<file path="src/rtl/tsr_consts.svh">
/*
  Constants of the temperature sensor core: timing, register selectors,
  setup word field positions and reset values.
  Assumes inclusion by bare name from the scheduler and core design files.
*/
`ifndef TSR_CONSTS_SVH
`define TSR_CONSTS_SVH

`define TSR_CLK_PERIOD_NS 25
`define TSR_MS_NS 1000000
`define TSR_CONV_TIME_MS 32
`define TSR_PER_RATE0_MS 4000
`define TSR_PER_RATE1_MS 1000
`define TSR_PER_RATE2_MS 250
`define TSR_PER_RATE3_MS 125

`define TSR_SEL_TEMP 2'h0
`define TSR_SEL_SETUP 2'h1
`define TSR_SEL_LOWER 2'h2
`define TSR_SEL_UPPER 2'h3

`define TSR_FLD_CF_HI 12
`define TSR_FLD_CF_LO 11
`define TSR_FLD_SENSE 10
`define TSR_FLD_LATCH 9
`define TSR_FLD_SLEEP 8
`define TSR_FLD_RATE_HI 7
`define TSR_FLD_RATE_LO 6
`define TSR_FLD_FLAG 5

`define TSR_SETUP_RESET 16'h40A0
`define TSR_SETUP_WMASK 16'h9FD0
`define TSR_LOWER_RESET 12'h4B0
`define TSR_UPPER_RESET 12'h500

`endif

</file>
<file path="src/rtl/tsr_pkg.sv">
/*
  Types of the temperature sensor core: serial engine states and the
  packed state records of the core and of the conversion scheduler.
  Assumes tsr_consts.svh is reachable on the include path.
*/
package tsr_pkg;

  typedef enum logic [2:0]
  {
    TSR_IDLE = 3'h0,
    TSR_ADDR = 3'h1,
    TSR_ACK_A = 3'h2,
    TSR_WR = 3'h3,
    TSR_ACK_W = 3'h4,
    TSR_RD = 3'h5,
    TSR_RACK = 3'h6
  } tsr_i2c_e;

  typedef struct packed
  {
    logic [23:0] div;
    logic [11:0] ms;
    logic [5:0] cms;
    logic busy;
    logic wake;
    logic done;
  } tsr_sched_s;

  typedef struct packed
  {
    logic [2:0] scl_s;
    logic [2:0] sda_s;
    logic [1:0] addr_s;
    tsr_i2c_e st;
    logic [3:0] bcnt;
    logic rw;
    logic [7:0] sh;
    logic [15:0] dsh;
    logic [1:0] bidx;
    logic [7:0] msb;
    logic sda_oe;
    logic [1:0] ptr;
    logic [11:0] temp;
    logic [15:0] cfg;
    logic [11:0] lower;
    logic [11:0] upper;
    logic tripped;
    logic act;
    logic [2:0] fcnt;
  } tsr_core_s;

endpackage

</file>
<file path="src/rtl/tsr_conv_sched.sv">
/*
  Conversion scheduler: millisecond timebase, conversion window and
  rate period. Starts a conversion right after reset and after wake-up.
  Assumes a single clock and a synchronous active-low reset.
*/
`timescale 1ns/1ps
`include "tsr_consts.svh"

module tsr_conv_sched #(
  parameter int P_MS_CYCLES = `TSR_MS_NS / `TSR_CLK_PERIOD_NS
) (
  input wire logic i_clk,
  input wire logic i_rstn,
  input wire logic i_sleep,
  input wire logic [1:0] i_rate,
  output logic o_busy,
  output logic o_done
);

  tsr_pkg::tsr_sched_s s;
  tsr_pkg::tsr_sched_s next_s;
  logic tick;

  generate
    if (P_MS_CYCLES < 2 || P_MS_CYCLES > 16777215)
    begin : g_bad
      $error("P_MS_CYCLES out of range");
    end
  endgenerate

  function automatic logic [11:0] period_ms(input logic [1:0] r);
    case (r)
      2'h0: period_ms = 12'(`TSR_PER_RATE0_MS);
      2'h1: period_ms = 12'(`TSR_PER_RATE1_MS);
      2'h2: period_ms = 12'(`TSR_PER_RATE2_MS);
      default: period_ms = 12'(`TSR_PER_RATE3_MS);
    endcase
  endfunction

  always_comb
  begin
    next_s = s;
    next_s.done = 1'b0;
    tick = (s.div == 24'(P_MS_CYCLES - 1));
    next_s.div = tick ? 24'h000000 : s.div + 24'h000001;
    if (i_sleep)
    begin
      next_s.busy = 1'b0;
      next_s.ms = 12'h000;
      next_s.cms = 6'h00;
      next_s.wake = 1'b1;
    end
    else if (s.wake)
    begin
      next_s.wake = 1'b0;
      next_s.busy = 1'b1;
      next_s.ms = 12'h000;
      next_s.cms = 6'h00;
    end
    else if (tick)
    begin
      if (s.busy)
      begin
        next_s.cms = s.cms + 6'h01;
        if (s.cms == 6'(`TSR_CONV_TIME_MS - 1))
        begin
          next_s.busy = 1'b0;
          next_s.done = 1'b1;
        end
      end
      if (s.ms >= period_ms(i_rate) - 12'h001)
      begin
        next_s.ms = 12'h000;
        next_s.busy = 1'b1;
        next_s.cms = 6'h00;
      end
      else
      begin
        next_s.ms = s.ms + 12'h001;
      end
    end
  end

  always_ff @(posedge i_clk)
  begin
    if (!i_rstn)
    begin
      s <= '0;
      s.wake <= 1'b1;
    end
    else
    begin
      s <= next_s;
    end
  end

  assign o_busy = s.busy;
  assign o_done = s.done;
endmodule

</file>
<file path="src/rtl/tsr_core.sv">
/*
  Digital core of a serial-bus temperature sensor: two-wire slave,
  selector and data registers, threshold flag, alert pin and the
  conversion scheduler.
  Assumes SCL, SDA and the address strap are asynchronous pins, the
  converter result is stable on this clock, and pull-ups on the bus.
*/
// Functional notes
// - Eight-bit selector; only its two low bits store, others read zero.
// - Selector 0 temperature, 1 setup word, 2 lower, 3 upper threshold.
// - Temperature result is read-only; other three registers read and write.
// - Setup word moves most significant byte first, then least significant.
// - Setup word bits 3..0 and 14..13 are fixed and ignore writes.
// - Flag reads 1, goes 0 after upper faults, back 1 after lower faults.
// - Output sense inverts the encoding of the threshold flag.
// - In comparator mode the flag equals the alert pin level.
// - Rate field: 00 slowest, 01 one, 10 four, 11 eight per second.
// - Default conversion period after reset is 250 ms.
// - Temperature result changes only when a conversion completes.
// - A conversion starts at power-on; first result within 40 ms.
// - Conversions last 24 to 40 ms; standby until the next period.
// - Sleep bit set stops conversions at once; registers stay reachable.
// - Sleep bit cleared resumes continuous conversions at the set rate.
// - Latch mode bit: 0 comparator, 1 interrupt alert behaviour.
// - Comparator: alert active above upper, inactive below lower threshold.
// - Interrupt: alert fires on each crossing of either threshold.
// - Output sense 0 makes the alert pin active low, 1 active high.
// - Fault field sets consecutive count: 1, 2, 4 or 6 conversions.
// - Interrupt mode alert holds until any register read or setting the sleep bit clears it.
// - Temperatures are 12-bit two's complement in bits 15..4, low zero.
`timescale 1ns/1ps
`include "tsr_consts.svh"

module tsr_core #(
  parameter logic [6:0] P_DEV_ADDR = 7'h40,
  parameter int P_MS_CYCLES = `TSR_MS_NS / `TSR_CLK_PERIOD_NS
) (
  input wire logic i_clk,
  input wire logic i_rstn,
  input wire logic i_scl,
  input wire logic i_sda,
  input wire logic i_addr_sel,
  input wire logic [11:0] i_temp_sample,
  output logic o_sda_o,
  output logic o_sda_oe,
  output logic o_alert,
  output logic o_conv_busy
);

  tsr_pkg::tsr_core_s s;
  tsr_pkg::tsr_core_s next_s;
  logic conv_busy;
  logic conv_done;
  logic scl_r;
  logic scl_f;
  logic sda;
  logic start;
  logic stop;
  logic rd_evt;
  logic wr_commit;
  logic toggled;
  logic qual;
  logic flag;
  logic [15:0] wd;
  logic [7:0] sel_view;

  tsr_conv_sched #(
    .P_MS_CYCLES(P_MS_CYCLES)
  ) u_sched (
    .i_clk(i_clk),
    .i_rstn(i_rstn),
    .i_sleep(s.cfg[`TSR_FLD_SLEEP]),
    .i_rate(s.cfg[`TSR_FLD_RATE_HI:`TSR_FLD_RATE_LO]),
    .o_busy(conv_busy),
    .o_done(conv_done)
  );

  function automatic logic [2:0] fault_n(input logic [1:0] f);
    case (f)
      2'h0: fault_n = 3'h1;
      2'h1: fault_n = 3'h2;
      2'h2: fault_n = 3'h4;
      default: fault_n = 3'h6;
    endcase
  endfunction

  // Word shown to the host for the selected register
  function automatic logic [15:0] rd_word(input tsr_pkg::tsr_core_s c, input logic f);
    case (c.ptr)
      `TSR_SEL_TEMP: rd_word = {c.temp, 4'h0};
      `TSR_SEL_SETUP: rd_word = {c.cfg[15:6], f, c.cfg[4:0]};
      `TSR_SEL_LOWER: rd_word = {c.lower, 4'h0};
      default: rd_word = {c.upper, 4'h0};
    endcase
  endfunction

  assign flag = ~(s.tripped ^ s.cfg[`TSR_FLD_SENSE]);
  assign sel_view = {6'h00, s.ptr};

  always_comb
  begin
    next_s = s;
    rd_evt = 1'b0;
    wr_commit = 1'b0;
    toggled = 1'b0;
    qual = 1'b0;
    wd = {s.msb, s.sh};
    next_s.scl_s = {s.scl_s[1:0], i_scl};
    next_s.sda_s = {s.sda_s[1:0], i_sda};
    next_s.addr_s = {s.addr_s[0], i_addr_sel};
    scl_r = s.scl_s[1] & ~s.scl_s[2];
    scl_f = ~s.scl_s[1] & s.scl_s[2];
    sda = s.sda_s[1];
    start = s.scl_s[1] & s.scl_s[2] & ~s.sda_s[1] & s.sda_s[2];
    stop = s.scl_s[1] & s.scl_s[2] & s.sda_s[1] & ~s.sda_s[2];

    if (start)
    begin
      next_s.st = tsr_pkg::TSR_ADDR;
      next_s.bcnt = 4'h0;
      next_s.sda_oe = 1'b0;
    end
    else if (stop)
    begin
      next_s.st = tsr_pkg::TSR_IDLE;
      next_s.sda_oe = 1'b0;
    end
    else
    begin
      case (s.st)
        tsr_pkg::TSR_ADDR:
        begin
          if (scl_r)
          begin
            next_s.sh = {s.sh[6:0], sda};
            next_s.bcnt = s.bcnt + 4'h1;
          end
          else if (scl_f && s.bcnt == 4'h8)
          begin
            if (s.sh[7:1] == {P_DEV_ADDR[6:1], s.addr_s[1]})
            begin
              next_s.st = tsr_pkg::TSR_ACK_A;
              next_s.sda_oe = 1'b1;
              next_s.rw = s.sh[0];
              next_s.bidx = 2'h0;
              if (s.sh[0])
              begin
                next_s.dsh = rd_word(s, flag);
                rd_evt = 1'b1;
              end
            end
            else
            begin
              next_s.st = tsr_pkg::TSR_IDLE;
            end
          end
        end
        tsr_pkg::TSR_ACK_A:
        begin
          if (scl_f)
          begin
            next_s.bcnt = 4'h0;
            next_s.st = s.rw ? tsr_pkg::TSR_RD : tsr_pkg::TSR_WR;
            next_s.sda_oe = s.rw & ~s.dsh[15];
          end
        end
        tsr_pkg::TSR_WR:
        begin
          if (scl_r)
          begin
            next_s.sh = {s.sh[6:0], sda};
            next_s.bcnt = s.bcnt + 4'h1;
          end
          else if (scl_f && s.bcnt == 4'h8)
          begin
            next_s.st = tsr_pkg::TSR_ACK_W;
            next_s.sda_oe = 1'b1;
            case (s.bidx)
              2'h0:
              begin
                next_s.ptr = s.sh[1:0];
                next_s.bidx = 2'h1;
              end
              2'h1:
              begin
                next_s.msb = s.sh;
                next_s.bidx = 2'h2;
              end
              default:
              begin
                wr_commit = 1'b1;
                next_s.bidx = 2'h1;
              end
            endcase
          end
        end
        tsr_pkg::TSR_ACK_W:
        begin
          if (scl_f)
          begin
            next_s.st = tsr_pkg::TSR_WR;
            next_s.sda_oe = 1'b0;
            next_s.bcnt = 4'h0;
          end
        end
        tsr_pkg::TSR_RD:
        begin
          if (scl_r)
          begin
            next_s.bcnt = s.bcnt + 4'h1;
          end
          else if (scl_f)
          begin
            next_s.dsh = {s.dsh[14:0], 1'b0};
            if (s.bcnt == 4'h8)
            begin
              next_s.st = tsr_pkg::TSR_RACK;
              next_s.sda_oe = 1'b0;
            end
            else
            begin
              next_s.sda_oe = ~s.dsh[14];
            end
          end
        end
        tsr_pkg::TSR_RACK:
        begin
          if (scl_r && sda)
          begin
            next_s.st = tsr_pkg::TSR_IDLE;
          end
          else if (scl_f)
          begin
            next_s.st = tsr_pkg::TSR_RD;
            next_s.bcnt = 4'h0;
            next_s.sda_oe = ~s.dsh[15];
          end
        end
        default:
        begin
          next_s.st = tsr_pkg::TSR_IDLE;
        end
      endcase
    end

    if (wr_commit)
    begin
      case (s.ptr)
        `TSR_SEL_SETUP:
          next_s.cfg = (s.cfg & ~`TSR_SETUP_WMASK) | (wd & `TSR_SETUP_WMASK);
        `TSR_SEL_LOWER: next_s.lower = wd[15:4];
        `TSR_SEL_UPPER: next_s.upper = wd[15:4];
        default: next_s.temp = s.temp;
      endcase
    end

    if (conv_done)
    begin
      next_s.temp = i_temp_sample;
      if (s.tripped)
      begin
        qual = $signed(i_temp_sample) <= $signed(s.lower);
      end
      else
      begin
        qual = $signed(i_temp_sample) >= $signed(s.upper);
      end
      if (qual)
      begin
        if (s.fcnt + 3'h1 >= fault_n(s.cfg[`TSR_FLD_CF_HI:`TSR_FLD_CF_LO]))
        begin
          next_s.tripped = ~s.tripped;
          next_s.fcnt = 3'h0;
          toggled = 1'b1;
        end
        else
        begin
          next_s.fcnt = s.fcnt + 3'h1;
        end
      end
      else
      begin
        next_s.fcnt = 3'h0;
      end
    end

    // Clears first so that a crossing in the same cycle still sets
    if (rd_evt || s.cfg[`TSR_FLD_SLEEP])
    begin
      next_s.act = 1'b0;
    end
    if (toggled)
    begin
      next_s.act = 1'b1;
    end
    if (!next_s.cfg[`TSR_FLD_LATCH])
    begin
      next_s.act = next_s.tripped;
    end
  end

  always_ff @(posedge i_clk)
  begin
    if (!i_rstn)
    begin
      s <= '0;
      s.scl_s <= 3'h7;
      s.sda_s <= 3'h7;
      s.st <= tsr_pkg::TSR_IDLE;
      s.cfg <= `TSR_SETUP_RESET;
      s.lower <= `TSR_LOWER_RESET;
      s.upper <= `TSR_UPPER_RESET;
    end
    else
    begin
      s <= next_s;
    end
  end

  assign o_sda_o = 1'b0;
  assign o_sda_oe = s.sda_oe;
  assign o_alert = s.act ? s.cfg[`TSR_FLD_SENSE] : ~s.cfg[`TSR_FLD_SENSE];
  assign o_conv_busy = conv_busy;
endmodule

</file>
<file path="config.mk">
export PLATFORM = sky130hd
export DESIGN_NAME = tsr_core
export DESIGN_NICKNAME = d
export VERILOG_FILES = /design/src/rtl/tsr_pkg.sv /design/src/rtl/tsr_conv_sched.sv /design/src/rtl/tsr_core.sv
export VERILOG_INCLUDE_DIRS = /design/src /design/src/rtl
export SDC_FILE = /design/constraint.sdc
export NUM_CORES = 1
export LEC_CHECK = 0
export ABC_CLOCK_PERIOD_IN_PS = 2400
export BUFFER_PORTS_ARGS = -buffer_cell sky130_fd_sc_hd__buf_2
export CAP_MARGIN = 20
export CORE_MARGIN = 5
export CORE_UTILIZATION = 45
export CTS_BUF_LIST = sky130_fd_sc_hd__clkbuf_4
export CTS_CLUSTER_DIAMETER = 80
export DETAILED_ROUTE_END_ITERATION = 8
export PLACE_DENSITY = 0.68
export SLEW_MARGIN = 40
export SYNTH_ARGS = -nofsm -noshare
export SYNTH_HDL_FRONTEND = slang
export SYNTH_SLANG_ARGS = --single-unit
</file>
<file path="constraint.sdc">
create_clock -name i_clk -period 2.4 [get_ports i_clk]
set_clock_uncertainty 0.2 [all_clocks]
set_input_delay 0.48 -clock i_clk [delete_from_list [all_inputs] [get_ports i_clk]]
set_output_delay 0.48 -clock i_clk [all_outputs]
set_load 0.02 [all_outputs]
</file>
==> Yosys cells after proc, flatten, opt, wreduce, memory -nomap -nowiden <==
Index checks and enable logic that the tools add are counted.
{ "op_classes": {"n_eq_ne": 44, "magnitude_cmp": 4, "add_sub_neg": 6, "mux": 99, "bitwise": 25, "n_reduce_logical": 36} }
{ "op_table": {"columns": ["cell", "n"], "rows": [
  ["12-bit two-way mux", 7],
  ["18-bit two-way mux", 3],
  ["16-bit two-way mux", 3],
  ["16-bit case mux with 3 select lines", 1],
  ["1-bit two-way mux", 45],
  ["3-bit two-way mux", 13],
  ["39-bit two-way mux", 1],
  ["4-bit != test, second input constant", 9],
  ["12-bit case mux with 3 select lines", 1],
  ["7-bit two-way mux", 5],
  ["34-bit two-way mux", 1],
  ["8-bit two-way mux", 4],
  ["16-bit case mux with 2 select lines", 1],
  ["13-bit two-way mux", 2],
  ["2-bit != test, second input constant", 13],
  ["24-bit by 1-bit adder with 24-bit output, second input constant", 1],
  ["24-bit by 16-bit equality test with 1-bit output, second input constant", 1],
  ["12-bit >= comparator", 2],
  ["10-bit AND reduction", 2],
  ["3-bit case mux with 6 select lines", 1],
  ["6-bit AND reduction", 3],
  ["15-bit by 16-bit OR with 16-bit output", 1],
  ["4-bit case mux with 4 select lines", 1],
  ["1-bit NOT", 15],
  ["43 further kinds", 78]
]} }
{ "totals": {"output_inout_bits": 4, "elab_cells": 241, "inputBits": 17, "ff_bits": 155} }

==> Logic depth before layout (Yosys ltp) <==
Gate-level depths: netlist (run 1).
{ "logic_depth": {"ltp_word": 12, "ltp_mapped": 11, "ltp_nobuf": 9} }

==> Hierarchy <==
Synthesis (run 1) repeated with hierarchy kept, for this count alone.
{ "unflattened": {"hier_cells": 868, "hier_area_um2": 7890.1} }
{ "modules_own_cells": {"columns": ["module", "area_per_inst_um2", "cells_per_inst", "seq_area_each_um2", "instances"], "rows": [
  ["tsr_core", 5293.8, 590, 2062.0, 1],
  ["tsr_conv_sched", 2596.2, 278, 900.9, 1]
]} }

==> Least setup slack after synthesis (run 1) <==
Ideal clock, no wire load.
{ "synth_timing": {"path_kind": "input -> register", "start": "input port i_temp_sample[10]", "end": "register s[3] in the netlist's numbering", "path_buffers": 0, "required_time_ps": 2079, "setup_time_ps": 121, "arrival_ps": 2240, "slack_ps": -160, "cell_stages": 8, "path_cell_list": "ha_1 -> nand4_1 -> nor3_1 -> o21ai_0 -> or2_0 -> a221oi_1 -> o32ai_1 -> mux2_2"} }
{ "synth_via": {"elab_chain_cells": 7, "word_cells_on_any_way": 11, "classes_between": "order compare: 2; eq/ne: 1; mux: 8"} }
{ "synth_rtl": {"columns": ["item", "line_no", "rtl"], "rows": [
  ["from (decl)", "tsr_core.sv:43", "input wire logic [11:0] i_temp_sample,"],
  ["12-bit >= comparator or 12-bit less-or-equal comparator (tied branches)", "tsr_core.sv:266, tsr_core.sv:262", null],
  ["1-bit two-way mux (*)", "tsr_core.sv:260", "if (s.tripped)"],
  ["1-bit two-way mux (*)", "tsr_core.sv:257", "if (conv_done)"],
  ["1-bit two-way mux", "tsr_core.sv:268", "if (qual)"],
  ["1-bit two-way mux", "tsr_core.sv:257", null],
  ["1-bit two-way mux", "tsr_core.sv:292", "if (toggled)"],
  ["1-bit two-way mux", "tsr_core.sv:296", "if (!next_s.cfg[`TSR_FLD_LATCH])"],
  ["to (signal assigned)", "tsr_core.sv:316", "s <= next_s;"],
  ["to (decl)", "tsr_core.sv:50", "tsr_pkg::tsr_core_s s;"]
]} }
Every way passes the cells marked *; elsewhere a longest branch is shown, timed or not. The select of a mux whose other input is x is not followed.
A chain may end at the register's enable or synchronous reset.

==> Final worst setup path (run 1) <==
{ "layout_timing": {"start": "register s[13] in the netlist's numbering", "end": "register s[1] in the netlist's numbering"} }
{ "layout_via": {"elab_chain_cells": 4} }
{ "layout_rtl": {"columns": ["item", "line_no", "rtl"], "rows": [
  ["12-bit >= comparator", "tsr_core.sv:266", "qual = $signed(i_temp_sample) >= $signed(s.upper);"],
  ["1-bit two-way mux", "tsr_core.sv:260", null],
  ["1-bit two-way mux", "tsr_core.sv:257", null],
  ["3-bit two-way mux", "tsr_core.sv:268", null]
]} }
No other way between the ends. The select of a mux whose other input is x is not followed.

==> results of run 1 <==
## state kept, by name, indices dropped and copies added, names as in the netlist
name,flops
next_s,5
o_sda_oe,1
s,97
u_sched.o_busy,1
u_sched.o_done,1
u_sched.s,43
## through the flow
| stage | power (mW) | area [µm²] | util | instances |
|---|---|---|---|---|
| after floorplan | 2.647 | 7445 | - | 842 |
| after global placement | 2.737 | 8332 | 0.5078 | 1122 |
| after detailed placement | 2.740 | 8332 | 0.5078 | 1122 |
| after CTS | 4.384 | 8731 | 0.5321 | 1161 |
| after global routing | 4.537 | 9161 | 0.5584 | 1171 |
| final | 4.359 | 9161 | 0.5584 | 1171 |
## worst min-delay path by stage
stage / start / to / slack (ns)
after CTS: i_temp_sample[0] / s[45]$_SDFFE_PN0P_ / 0.02
final: i_temp_sample[0] / s[45]$_SDFFE_PN0P_ / 0.06
after floorplan: next_s[105]$_SDFF_PN1_ / next_s[106]$_SDFF_PN1_ / 0.19
after detailed placement: next_s[105]$_SDFF_PN1_ / next_s[106]$_SDFF_PN1_ / 0.19
after global routing: i_temp_sample[0] / s[45]$_SDFFE_PN0P_ / 0.06
after global placement: next_s[105]$_SDFF_PN1_ / next_s[106]$_SDFF_PN1_ / 0.19
## per-layer routing
layer / global-route usage / up-vias / share of wire
met2: 0.2862 / 120 / 0.47
met4: 0.07228 / 0 / 0.025
li1: - / 3129 / -
met5: 0 / - / 0
met1: 0.2350 / 2938 / 0.47
met3: 0.03660 / 33 / 0.039
## layout by cell type, fill, tap and decap left out, drive strengths merged, types with 10 or more instances in the layout
| master | instances |
|---|---|
| o21ai | 22 |
| nor3 | 12 |
| buf | 109 |
| a311oi | 12 |
| ha | 45 |
| mux2i | 53 |
| xnor2 | 10 |
| nand3 | 24 |
| dfxtp | 148 |
| a21oi | 40 |
| nand4 | 20 |
| xor2 | 24 |
| inv | 45 |
| mux4 | 10 |
| nand2 | 93 |
| clkbuf | 20 |
| nor2 | 125 |
| nand2b | 17 |
## what timing repair did
| item | 4_1_cts | 5_1_grt |
|---|---|---|
| setup buffers | 1 | 6 |
| hold buffers | 6 | 0 |
| endpoints found under the hold margin | 6 | 0 |
| gates resized for setup | 11 | 74 |
| endpoints found under the setup margin | 16 | 35 |
| gates cloned | 0 | 3 |
| pin swaps | 3 | 28 |
## worst min-delay path, stage by stage
cell and delay, ns:
buf_2 0.10, buf_4 0.10, mux2i_1 0.05, nor2_1 0.07
## layout make-up
class,instances,area share
antenna,1,0.0002731
clock buffer,17,0.01393
tap,220,0.03005
timing repair buffer,118,0.1065
multi-input combinational,613,0.4895
inverter,39,0.01598
clock inverter,15,0.01830
sequential,148,0.3255
## kinds of logic (layout without fill, tap and decap cells)
family | count (synthesis) | in the layout
compound gates | 125 | 125
xor+xnor | 34 | 34
fa+ha+maj | 45 | 45
buf+inv | 81 | 189
flops | 148 | 148
mux | 65 | 65
other cells | 1 | 2
simple gates | 343 | 343
## report_power, final
part           total (mW)  switching, mW  internal, mW
clock network        1.64           1.00         0.640
registers            2.48         0.0128          2.47
logic               0.238          0.133         0.105
total                4.36           1.15          3.21
## Yosys cell counts (11+ instances only)
cell,n,area share
dfxtp_1,148,0.40
nor2_1,124,0.063
nand2_1,93,0.047
mux2i_1,53,0.071
ha_1,45,0.076
a21oi_1,40,0.027
inv_1,38,0.019
clkbuf_1,30,0.015
nand3_1,24,0.016
xor2_1,24,0.028
o21ai_0,22,0.015
nand4_1,20,0.017
nand2b_1,17,0.014
a311oi_2,11,0.022
nor3_1,11,0.0074
==> impl_metrics.csv, run 1 <==
group,metric,value,unit
grt,track_usage,0.1782,
hold_path,whs_path_depth,4,
place,numPortBuffers,19,
setup_path,crit_type,"reg -> reg",
run_status,failed_checks,"negative setup slack",
flow_run,drv_cap,0,
setup_path,cp-endpoint,"s[1]$_SDFFE_PN0P_",
timing,min_period,2.489,ns
floorplanning,die_area,19190,µm²
setup_path,crit_path_max_fanout,5,
timing,min_period_over_period,1.037,
grt,grt_pass1_vias,5752,
timing,setup_viol,2,
setup_path,cp-start-kind,"flop",
timing,hold_violations,0,
run_status,status,"finished, violations left",
synthesis,synth_edf_count,0,
synthesis,synth_compound_area_frac,0.1185,
setup_path,cp.arrival,2.80,ns
final_layout,areaGrowthSynthToFinish,23.25,%
grt,grt_start_max_net_pins,43,
synthesis,syn_avg_cell_area,8.828,µm²
setup_path,end_kind,"flop",
timing,fmax,401.7,MHz
setup_path,worstSetupStartpoint,"s[13]$_SDFFE_PN1P_",
timing,rsz0062_at_grt,"yes",
final_layout,nets,999,
clocking,cts_buffers,17,
grt,gr-total-overflow,0,
place,place.gp.congestion,0.8184,
synthesis,synth_nets,904,
synthesis,ys_types,64,
synthesis,async_flop_share,0,
grt,grt_pass1_wl,28360,µm
setup_path,regToRegSetupSlack,-0.09,ns
clocking,clk_pin_slew,0.14,ns
clocking,root_buffer,"clkbuf_4",
final_layout,drive_gt1_frac,0.2516,
clocking,clock_latency,0.58,ns
final_layout,fillCellCount,1430,
timing,worst_hold_slack,0.06156,ns
setup_path,worstPathRequired,2.71,ns
final_layout,seqCellArea,2982,µm²
setup_path,worstPathCellList,"inv_2 > ha_4 > nand4_1 > buf_4 > o311ai_2 > a221oi_4 > or4_1 > a21oi_1",
route,first_iter_violations,351,
floorplanning,io_pins,21,
setup_path,rr_endpoint,"s[1]$_SDFFE_PN0P_",
setup_path,critical-path-max-stage-delay,0.51,ns
route,drtPass1Iterations,5,
floorplanning,fp-row-count,47,
floorplanning,start_util,0.4531,
synthesis,synth_area,7433,µm²
route,wl,17340,µm
power_and_ir_drop,ir_worst_vdd,0.0002837,V
place,dp_hpwl,12250,µm
route,vias_per_cell,5.312,
synthesis,synthMuxAreaShare,0.1047,
route,ant_nets,0,
route,routedWlPerCell,14.81,µm
floorplanning,die_h,138.5,µm
clocking,clock-sinks,148,
synthesis,synthAdderAreaFrac,0.07574,
place,dp_slack,-0.3394,ns
grt,antenna_found_initial,1,
clocking,htreeDepth,4,
timing,worst_slack,-0.08915,ns
power_and_ir_drop,powerDensity,475.9,nW/µm²
synthesis,synth_top_family_by_area,"simple AND/OR/NAND/NOR gates",
clocking,tritoncts,"done",
setup_path,cpLargestDelayFamily,"simple AND/OR/NAND/NOR gates",
timing,final_max_slew_viol_count,0,
hold_path,hold_path.class,"in -> reg",
setup_path,reg2reg_depth,8,
synthesis,synth-simple-area-share,0.2187,
timing,slew-limit-headroom,0.6644,
route,num_vias,6220,
synthesis,synth.yosys.seq_area_share,0.3986,
setup_path,r2r-start,"s[13]$_SDFFE_PN1P_",
setup_path,critPathBufInv,2,
clocking,clock_path_buffers,2,
synthesis,ys_ff_latch,148,
setup_path,cp.depth,8,
synthesis,yosys_warnings,0,
timing,tightest_slew,0.4982,ns
floorplanning,core,16410,µm²
power_and_ir_drop,leakage,3.609,nW
timing,fin_setup_tns,-0.1520,ns
synthesis,netlist_instances,842,
synthesis,synth_flop_cell,"dfxtp_1",
setup_path,cp_slowest_cell,"or4_1",
floorplanning,die_w,138.5,µm
synthesis,synth_xor_area_frac,0.04006,
final_layout,multi_input_area,4484,µm²
route,drc,0,
Note: power is estimated with default switching activity, not from simulation.
==> run 2, diff against run 1 <==
Settings changed: CORE_ASPECT_RATIO set to 0.75, SKIP_CTS_REPAIR_TIMING set to 1, TNS_END_PERCENT set to 50.
==> run 2 against run 1 <==
Net effect: non-clock buffer count rose by 5; register-to-register slack got worse by 0.08 ns; design area fell by 0.49%; worst hold slack got worse by 0.038 ns; count of clock-buffer cells in the layout rose by 2; core utilization rose by 0.73 points; global-route usage barely moved; critical path depth rose by 1; the run still ends with negative setup slack left; die area rose by 0.14%; sequential share of layout area rose by 0.13 points.
==> impl_metrics.csv, run 2 (synthesized netlist as in run 1, its figures left out) <==
group,metric,value,unit
run_status,status,"finished, violations left",
run_status,failed_checks,"negative setup slack",
floorplanning,fp-row-count,40,
final_layout,seqCellArea,2979,µm²
power_and_ir_drop,powerDensity,461.3,nW/µm²
final_layout,areaGrowthSynthToFinish,22.64,%
setup_path,crit_type,"reg -> reg",
setup_path,cp_slowest_cell,"dfxtp_2",
place,dp_slack,-0.3651,ns
floorplanning,die_h,121.3,µm
clocking,tritoncts,"done",
place,numPortBuffers,19,
clocking,clock_path_buffers,2,
setup_path,worstPathCellList,"inv_4 > ha_4 > nand4_1 > nor3_2 > o21ai_2 > or2_1 > a221oi_4 > o32ai_2 > mux2_4",
setup_path,worstSetupStartpoint,"s[16]$_SDFFE_PN0P_",
timing,final_max_slew_viol_count,0,
power_and_ir_drop,combPwrFrac,0.057,
place,place.gp.congestion,0.8276,
route,first_iter_violations,442,
power_and_ir_drop,p_switching,1.015,mW
setup_path,rr_endpoint,"s[3]$_SDFFE_PN0P_",
grt,grt_pass1_vias,5449,
setup_path,regToRegSetupSlack,-0.17,ns
floorplanning,io_pins,21,
timing,worst_slack,-0.1715,ns
grt,gr-total-overflow,0,
final_layout,layout_common_cells,"dfxtp_1 (139), nor2_1 (112), buf_4 (92)",
floorplanning,die_w,158.4,µm
timing,rsz0062_at_grt,"yes",
route,drc,0,
floorplanning,start_util,0.4613,
timing,fmax,388.9,MHz
place,dp_hpwl,12000,µm
timing,min_period,2.571,ns
power_and_ir_drop,leakage,3.613,nW
clocking,clock-sinks,148,
timing,worst_hold_slack,0.02391,ns
power_and_ir_drop,power,4.205,mW
clocking,clk_pin_slew,0.12,ns
power_and_ir_drop,p_int,3.191,mW
floorplanning,core,16120,µm²
setup_path,critical-path-max-stage-delay,0.37,ns
route,wl,17240,µm
final_layout,fillCellCount,1436,
final_layout,instances_no_fill,1165,
clocking,clock_latency,0.55,ns
place,numPlacedInstances,1120,
final_layout,drive_gt1_frac,0.2568,
grt,grt_pass1_wl,27300,µm
power_and_ir_drop,pwr-share-clk,0.354,
setup_path,cp-start-kind,"flop",
timing,fin_setup_tns,-0.4776,ns
clocking,root_buffer,"clkbuf_4",
final_layout,nets,1004,
final_layout,largest_register,"s",
setup_path,worstPathRequired,2.64,ns
final_layout,multi_input_area,4488,µm²
hold_path,hold_path.class,"in -> reg",
power_and_ir_drop,p_sw_frac,0.2413,
timing,min_period_over_period,1.071,
setup_path,r2r-start,"s[16]$_SDFFE_PN0P_",
timing,tightest_slew,0.6000,ns
setup_path,crit_path_max_fanout,5,
flow_run,drv_cap,0,
grt,grt_start_max_net_pins,51,
clocking,cts_buffers,17,
grt,antenna_found_initial,1,
route,vias_per_cell,5.323,
setup_path,cp-endpoint,"s[3]$_SDFFE_PN0P_",
route,drtPass1Iterations,4,
timing,setup_viol,5,
clocking,htreeDepth,4,
setup_path,cp.arrival,2.81,ns
route,ant_nets,0,
grt,track_usage,0.1782,
final_layout,final_common_cell,"dfxtp_1",
setup_path,reg2reg_depth,9,
route,num_vias,6201,
floorplanning,die_area,19220,µm²
final_layout,largest_register_ffs,97,
power_and_ir_drop,ir_worst_vdd,0.0002505,V
timing,slew-limit-headroom,0.5995,
power_and_ir_drop,pwr-share-seq,0.590,
route,routedWlPerCell,14.80,µm
setup_path,end_kind,"flop",
timing,hold_violations,0,
==> run 2: cell count changes in the layout (fill, tap and decap cells not counted), sizes merged <==
cell,before,now
clkinv,4,7
buf,109,119
inv,45,39
dlygate4sd3,6,3
==> run 2: power by group through the flow <==
stage	clock (mW)	combinational (mW)	sequential, mW
after floorplan	0	0.113	2.53
after global placement	0	0.203	2.54
after detailed placement	0	0.206	2.54
after CTS	1.53	0.207	2.48
after global routing	1.65	0.264	2.48
final	1.49	0.238	2.48
==> run 2: worst max-delay path, delay by kind of cell (launching register included) <==
kind	cells	cell delay [ns]
and+or+nand+nor	3	0.70
AOI/OAI and AO/OA	3	0.60
DFF	1	0.37
muxes	1	0.28
adders and majority gates	1	0.25
buffers and inverters	1	0.05
==> run 2: worst min path at each step <==
stage                                       from                      to  slack (ns)  cells past startpoint
final                           i_temp_sample[6]      s[51]$_SDFFE_PN0P_        0.02                      3
after global routing            i_temp_sample[6]      s[51]$_SDFFE_PN0P_       0.007                      3
after CTS                                  i_sda  next_s[105]$_SDFF_PN1_       -0.16                      2
after detailed placement  next_s[105]$_SDFF_PN1_  next_s[106]$_SDFF_PN1_        0.20                      1
after global placement    next_s[108]$_SDFF_PN1_  next_s[109]$_SDFF_PN1_        0.19                      1
after floorplan           next_s[105]$_SDFF_PN1_  next_s[106]$_SDFF_PN1_        0.19                      1
==> run 2: layer usage <==
layer / vias up / GRT usage / routed length, µm
met2: 133 / 0.2405 / 7239
li1: 3151 / - / -
met5: - / 0 / 0
met1: 2898 / 0.2768 / 8936
met3: 19 / 0.04064 / 889
met4: 0 / 0.05434 / 179
==> run 2: layout make-up <==
class / count / area share
Tap cell: 210 / 0.02882
Inverter: 39 / 0.01661
Sequential cell: 148 / 0.3268
Antenna cell: 1 / 0.0002745
Multi-Input combinational cell: 613 / 0.4923
Clock inverter: 12 / 0.01263
Clock buffer: 19 / 0.01565
Timing Repair Buffer: 123 / 0.1069
==> run 2: per-stage QoR <==
stage,utilization,area [µm²]
after floorplan,-,7445
after global placement,0.5200,8379
after detailed placement,0.5200,8379
after CTS,0.5359,8637
after global routing,0.5657,9116
final,0.5657,9116
